File: config.mk
export PLATFORM = sky130hd
export DESIGN_NAME = dsl_load_port
export DESIGN_NICKNAME = d
export VERILOG_FILES = /design/src/rtl/dsl_pkg.sv /design/src/rtl/dsl_sync.sv /design/src/rtl/dsl_load_port.sv
export VERILOG_INCLUDE_DIRS = /design/src /design/src/rtl
export SDC_FILE = /design/constraint.sdc
export NUM_CORES = 1
export LEC_CHECK = 0
export BUFFER_PORTS_ARGS = -buffer_cell sky130_fd_sc_hd__clkbuf_2
export CAP_MARGIN = 30
export CORE_MARGIN = 10
export CORE_UTILIZATION = 45
export DETAILED_ROUTE_END_ITERATION = 12
export PLACE_DENSITY = 0.67
export SETUP_SLACK_MARGIN = 0.15
export SLEW_MARGIN = 40
export SYNTH_ARGS = -nofsm -noshare
export SYNTH_HDL_FRONTEND = slang
export SYNTH_HIERARCHICAL = 1
export SYNTH_SLANG_ARGS = --single-unit
File: constraint.sdc
create_clock -name clock -period 1.5 [get_ports clock]
set_input_delay 0.15 -clock clock [delete_from_list [all_inputs] [get_ports clock]]
set_output_delay 0.15 -clock clock [all_outputs]
set_load 0.02 [all_outputs]
File: src/rtl/dsl_params.svh
`ifndef DSL_PARAMS_SVH
`define DSL_PARAMS_SVH

`define DSL_WORD_BITS 16
`define DSL_ZERO_CODE 16'h0000
`define DSL_MID_CODE 16'h8000
`define DSL_RES_16 5'd16
`define DSL_RES_14 5'd14
`define DSL_RES_12 5'd12

`endif

File: src/rtl/dsl_pkg.sv
package dsl_pkg;
    typedef logic [15:0] dsl_word_t;
    typedef enum logic {dsl_clr_zero, dsl_clr_mid} dsl_clr_e;
    typedef enum {dsl_idle, dsl_frame} dsl_state_e;
endpackage

File: src/rtl/dsl_sync.sv
`timescale 1ns/1ns
module dsl_sync #(
    parameter int WIDTH = 3
) (
    // clock and reset
    input wire logic clock,
    input wire logic arst_n,
    // async in, synced out
    input wire logic [WIDTH-1:0] din,
    output logic [WIDTH-1:0] dout
);
    if (WIDTH < 1) begin : g_bad_width
        $error("sync width must be at least one");
    end

    logic [WIDTH-1:0] stage1;
    logic [WIDTH-1:0] next_stage1;
    logic [WIDTH-1:0] next_dout;

    always_comb begin
        next_stage1 = din;
        next_dout = stage1;
    end

    // reset levels: select, clock, data high
    always_ff @(posedge clock or negedge arst_n) begin
        if (!arst_n) begin
            stage1 <= '1;
            dout <= '1;
        end else begin
            stage1 <= next_stage1;
            dout <= next_dout;
        end
    end
endmodule

File: src/rtl/dsl_load_port.sv
// Contract
// - low select lets clock shift data in
// - select rise latches word, updates output
// - sample data on rising serial clock only
// - zero variant: clear forces latch to 0
// - bipolar variant: clear forces midscale code
// - shift msb first, in at bit 0 toward bit 15
// - short frame gives invalid word; resend
// - long frame keeps last 16 bits
// - short codes left-justified; pad bits ignored
`timescale 1ns/1ns
`include "dsl_params.svh"
module dsl_load_port #(
    parameter dsl_pkg::dsl_clr_e CLEAR_MODE = dsl_pkg::dsl_clr_zero,
    parameter int RESOLUTION = 16
) (
    // clock and reset
    input wire logic clock,
    input wire logic arst_n,
    // serial pins
    input wire logic frame_sel_n,
    input wire logic serial_clk,
    input wire logic serial_din,
    // clear pin
    input wire logic async_clear_n,
    // converter side
    output dsl_pkg::dsl_word_t dac_code,
    output logic dac_update,
    output logic frame_short
);
    // refuse resolutions the pad mask cannot serve
    if (RESOLUTION != `DSL_RES_16 && RESOLUTION != `DSL_RES_14 &&
        RESOLUTION != `DSL_RES_12) begin : g_bad_res
        $error("unsupported resolution");
    end

    localparam dsl_pkg::dsl_word_t PAD_MASK =
        dsl_pkg::dsl_word_t'({`DSL_WORD_BITS{1'b1}} <<
        (`DSL_WORD_BITS - RESOLUTION));
    localparam dsl_pkg::dsl_word_t CLEAR_CODE =
        (CLEAR_MODE == dsl_pkg::dsl_clr_mid) ? `DSL_MID_CODE
                                             : `DSL_ZERO_CODE;

    function automatic dsl_pkg::dsl_word_t trim(input dsl_pkg::dsl_word_t w);
        trim = w & PAD_MASK;
    endfunction

    logic [2:0] pins;
    logic sel_n_s;
    logic sclk_s;
    logic din_s;
    dsl_sync #(.WIDTH(3)) u_sync (
        .clock(clock),
        .arst_n(arst_n),
        .din({frame_sel_n, serial_clk, serial_din}),
        .dout(pins)
    );
    assign {sel_n_s, sclk_s, din_s} = pins;

    dsl_pkg::dsl_state_e state;
    dsl_pkg::dsl_state_e next_state;
    dsl_pkg::dsl_word_t shreg;
    dsl_pkg::dsl_word_t next_shreg;
    logic [4:0] count;
    logic [4:0] next_count;
    logic sclk_d;
    logic next_sclk_d;
    logic next_update;
    logic next_short;
    dsl_pkg::dsl_word_t next_code;
    logic sclk_rise;

    // clear path: async set of latch
    logic clr_s1;
    logic clr_held;
    logic next_clr_s1;
    logic next_clr_held;

    // release re-timed so the latch never leaves clear mid-cycle
    always_comb begin
        next_clr_s1 = 1'b0;
        next_clr_held = clr_s1;
    end

    always_ff @(posedge clock or negedge async_clear_n) begin
        if (!async_clear_n) begin
            clr_s1 <= 1'b1;
            clr_held <= 1'b1;
        end else begin
            clr_s1 <= next_clr_s1;
            clr_held <= next_clr_held;
        end
    end

    assign sclk_rise = sclk_s & ~sclk_d;

    always_comb begin
        next_state = state;
        next_shreg = shreg;
        next_count = count;
        next_sclk_d = sclk_s;
        next_update = 1'b0;
        next_short = frame_short;
        next_code = dac_code;
        unique case (state)
            dsl_pkg::dsl_idle: begin
                if (!sel_n_s) begin
                    next_state = dsl_pkg::dsl_frame;
                    next_count = 5'd0;
                end
            end
            dsl_pkg::dsl_frame: begin
                if (sel_n_s) begin
                    next_state = dsl_pkg::dsl_idle;
                    next_code = trim(shreg);
                    next_update = 1'b1;
                    next_short = (count < `DSL_RES_16);
                end else if (sclk_rise) begin
                    next_shreg = {shreg[14:0], din_s};
                    if (count < `DSL_RES_16)
                        next_count = count + 5'd1;
                end
            end
        endcase
        if (clr_held) begin
            next_code = CLEAR_CODE;
            next_update = 1'b0;
        end
    end

    always_ff @(posedge clock or negedge arst_n) begin
        if (!arst_n) begin
            state <= dsl_pkg::dsl_idle;
            shreg <= '0;
            count <= 5'd0;
            sclk_d <= 1'b1;
            dac_update <= 1'b0;
            frame_short <= 1'b0;
        end else begin
            state <= next_state;
            shreg <= next_shreg;
            count <= next_count;
            sclk_d <= next_sclk_d;
            dac_update <= next_update;
            frame_short <= next_short;
        end
    end

    // latch: reset and clear both load the clear code at once
    logic latch_rst_n;
    assign latch_rst_n = arst_n & async_clear_n;
    always_ff @(posedge clock or negedge latch_rst_n) begin
        if (!latch_rst_n)
            dac_code <= CLEAR_CODE;
        else
            dac_code <= next_code;
    end
endmodule

# == Yosys cells after proc, flatten, opt, wreduce, memory -nomap -nowiden ==
# Index checks and enable logic that the tools add are counted.
# op_classes
add_sub_neg,1
n_lt_le_gt_ge,1
n_eq_ne,6
muxes,14
n_bitwise,4
n_reduce_logical,8
# ops
operator,n
$mux W32,2
$pmux W32 S2,1
$mux W16,3
$eq A32 B1 Y1 const B,1
$logic_not A32 Y1,1
$mux W5,4
$pmux W5 S2,1
$ne A2 B2 Y1 const B,4
$reduce_and A2 Y1,3
$add A5 B1 Y5 const B,1
$lt A5 B5 Y1 const B,1
$reduce_and A4 Y1,1
$reduce_bool A2 Y1,2
$mux W1,3
$reduce_and A3 Y1,1
$and A1 B1 Y1,2
$ne A2 B1 Y1 const B,1
$not A1 Y1,2
# totals
register_bits,80
in_bits,6
out_inout_bits,18
word_cells,45

# == Logic depth before layout (Yosys ltp) ==
# logic_depth
ltp_word,5
ltp_mapped,5
ltp_nobuf,5

# == Modules after synthesis ==
# The synthesis kept the hierarchy.
# by_module_without_submodules
module,n_inst,cells_per_inst,area_each_um2,seq_area_each_um2
dsl_load_port,1,149,1874.3,1079.8
dsl_sync,1,6,157.7,157.7

# == Worst setup path after synthesis ==
# No wires, ideal clock.
# synth_path
path_kind,register to register
startpoint,register u_sync.dout[2]
endpoint,register shreg[0]
setup_ns,0.125
arrival_ns,1.378
required_time_ns,1.375
slack_ns,-0.003
path_stages_with_launch,6
path_buffers,1
period_less_slack_ns,1.503
cell_sequence,dfstp_2 inv_1 ha_1 nand3b_4 buf_6 mux2_4
# synth_via
elab_chain_len,2
# synth_lines
item,line,rtl
"start, declared",dsl_sync.sv:10,output logic [WIDTH-1:0] dout
"start signal, assigned",dsl_sync.sv:32,dout <= next_dout;
$not A1 Y1 (no source line),-,
$reduce_and A3 Y1 (no source line),-,
"end signal, assigned",dsl_load_port.sv:141,shreg <= next_shreg;
"end, declared",dsl_load_port.sv:62,dsl_pkg::dsl_word_t shreg;
# Every way passes these cells.
# A chain may end at the register's enable or synchronous reset.

# == Final worst setup path ==
# layout_path
startpoint,register u_sync.dout[2]
endpoint,register shreg[1]
# The elaborated chain is that of the path after synthesis.

==> results.py <==
metrics = {
    "run_status": {
        "status": "finished clean",
    },
    "final_layout": {
        "num_antenna_cells": 0,
        "final_nets": 202,
        "final_common_cell": "dfrtp_1",
        "fin_util": 0.565,
        "drive_gt1_frac": 0.440,
        "stdcell_area_um2": 2460,
        "n_fill_cell": 356,
        "fin_cells": 245,
        "mostFrequentLayoutCells": "dfrtp_1 (39), nand2_1 (32), clkbuf_2 (23), mux2_4 (16), a21oi_2 (11)",
        "area_growth_pct": 21.1,
    },
    "synthesis": {
        "synth_area_per_cell_um2": 13.1,
        "yosysWarnings": 6,
        "synthCells": 155,
        "synth_edf_count": 0,
        "syn-cell-area_um2": 2030,
        "async_flop_share": 1.00,
        "yosysTopAreaCell": "dfrtp_1",
        "synth-seq-cells": 49,
        "synthFlopType": "dfrtp_1",
        "yosysUniqueCellTypes": 35,
        "synth_fp_nets": 165,
        "yosys-top-cells-area": "dfrtp_1 (49%), dfstp_2 (12%), mux2_4 (7.4%)",
        "synth_top_area_share": 0.493,
        "ys_seq_area_frac": 0.609,
    },
    "placed_design": {
        "pre_cts_slack_ns": -0.00615,
        "dp_hpwl_mm": 2.56,
        "io_buffers": 23,
        "gp_congestion": 0.789,
        "placed_cell_area_um2": 2210,
        "dpl.cell_count": 229,
    },
    "timing": {
        "setup_tns_ns": 0,
        "fin_skew_ns": 0.00597,
        "period_share": 0.927,
        "rsz0062_at_grt": "true",
        "setup_slack_ns": 0.109,
        "report.final.setup_viol": 0,
        "fmax_ghz": 0.719,
        "hold_viol": 0,
        "finalCriticalPeriod_ns": 1.39,
        "finalMaxSlewViolations": 0,
    },
    "power_and_ir_drop": {
        "power_frac_comb": 0.221,
        "clock_power_share": 0.289,
        "switchingPower_uw": 964,
        "p_sw_frac": 0.287,
        "max-vdd-ir-drop_mv": 0.609,
        "p_per_area_nw_per_um2": 1370,
        "p_leak_uw": 0.00119,
        "seq_power_share": 0.490,
        "internal_power_uw": 2400,
    },
    "critical_path": {
        "endpoint_kind": "flop",
        "crit_required_ns": 1.69,
        "path_max_fanout": 8,
        "worstPathCellList": "inv_2, ha_4, nand3b_4, mux2_4",
        "path_buf_inv": 1,
        "ff2ff_setup_slack_ns": 0.11,
        "cp.arrival_ns": 1.58,
        "critPathMaxStageDelay_ns": 0.56,
        "critPathTopFamily": "flip-flops",
        "critPathSlowestCell": "dfstp_2",
        "startpoint_type": "flop",
        "crit_type": "flop to flop",
    },
    "global_routing": {
        "overflow": 0,
        "grt_pass1_vias": 1318,
        "grt_max_degree": 20,
        "grt_pass1_wl_mm": 6.41,
        "grt_usage": 0.108,
        "antenna_found_initial": 0,
    },
    "flow_run": {
        "drv_cap": 0,
    },
    "clock_tree": {
        "numClockSinks": 49,
        "htree_levels": 2,
        "path_clk_slew_ns": 0.08,
        "cts_root_buf": "clkbuf_8",
        "cts_buffer_depth": 2,
        "cts_buffers": 5,
        "cts_tree": "done",
        "insertion_delay_ns": 0.30,
    },
    "routing": {
        "initialDrtViolationCount": 103,
        "drt_first_pass_iters": 4,
        "totalWireLength_mm": 3.83,
        "vias_per_cell": 5.03,
        "routedWlPerCell_um": 15.6,
        "drc": 0,
        "detail-route-antenna-nets": 0,
        "detailroute.via_count": 1233,
    },
    "floorplan": {
        "dieArea_um2": 7600,
        "row_count": 24,
        "start_util": 0.467,
        "die_h_um": 87.2,
        "core-area_um2": 4350,
        "die_width_um": 87.2,
        "ioPinCount": 24,
    },
    "worst_hold_path": {
        "hp-class": "primary input to asynchronous set/reset pin",
    },
}
## layer usage
metal	wire length [µm]	track usage
met1	1680	0.126
met3	229	0.0412
met5	0	0
met2	1870	0.177
met4	49	0.0391
## registers in the layout (all words and copies together), names as in the netlist
signal	cells
dac_code	16
shreg	16
count	5
u_sync/dout	3
u_sync/next_dout	3
clr_held	1
clr_s1	1
dac_update	1
frame_short	1
sclk_d	1
state	1
## cell families after synthesis
kind of cell / share of synthesized area
flip-flops: 0.609
AND/OR/NAND/NOR: 0.116
AO/OA/AOI/OAI: 0.0881
multiplexers: 0.117
buffers and inverters: 0.0388
adder cells (fa/ha/maj): 0.0246
other: 0.00185
XOR/XNOR: 0.00431
## cell usage after synthesis, drive strengths merged, types with 2 or more instances
cell type and number:
mux2 16, mux2i 2, buf 6, and2 2
ha 4, dfstp 9, nand2 33, dfrtp 40
nor2b 2, inv 6, a21oi 17
## worst paths after layout
kind                                      from             end  cells after the start
min in group clock         u_sync/next_dout[0]  u_sync/dout[0]                      0
min reg2reg                u_sync/next_dout[0]  u_sync/dout[0]                      0
max reg2reg                     u_sync/dout[2]        shreg[1]                      4
min                                     arst_n        count[4]                      2
max in group asynchronous               arst_n    dac_code[10]                      4
max                             u_sync/dout[2]        shreg[1]                      4
## power groups by stage
| stage | Sequential, µW | Combinational (µW) | Clock [µW] |
|---|---|---|---|
| after detailed placement | 1660 | 625 | 0 |
| after global placement | 1650 | 595 | 0 |
| final | 1650 | 744 | 971 |
| after floorplan | 1650 | 465 | 0 |
| after CTS | 1640 | 709 | 983 |
| after global routing | 1670 | 811 | 1050 |
## repair_timing
action / 4_1_cts / 5_1_grt
gates cloned: 1 / 0
setup buffers: 1 / 1
endpoints found under the hold margin: 28 / 0
endpoints found under the setup margin: 20 / 28
hold buffers: 5 / 0
pin swaps: 0 / 1
resized for setup: 8 / 5
## stage by stage
step	hold slack, ns	total power, µW
2_1_floorplan	-0.146	2120
3_3_place_gp	0.0574	2240
3_5_place_dp	0.0648	2290
4_1_cts	0.269	3330
5_1_grt	0.296	3530
6_report	0.263	3360
## layout make-up
cell class                      count  area [µm²]  share of cell area
Timing Repair Buffer               35         221              0.0900
Inverter                            6        22.5             0.00915
Sequential cell                    49        1240               0.503
Tap cell                           52        65.1              0.0264
Multi-Input combinational cell     95         797               0.324
Clock buffer                        7        86.3              0.0351
Clock inverter                      1        30.0              0.0122
No activity file was read; power rests on OpenSTA's default activity.
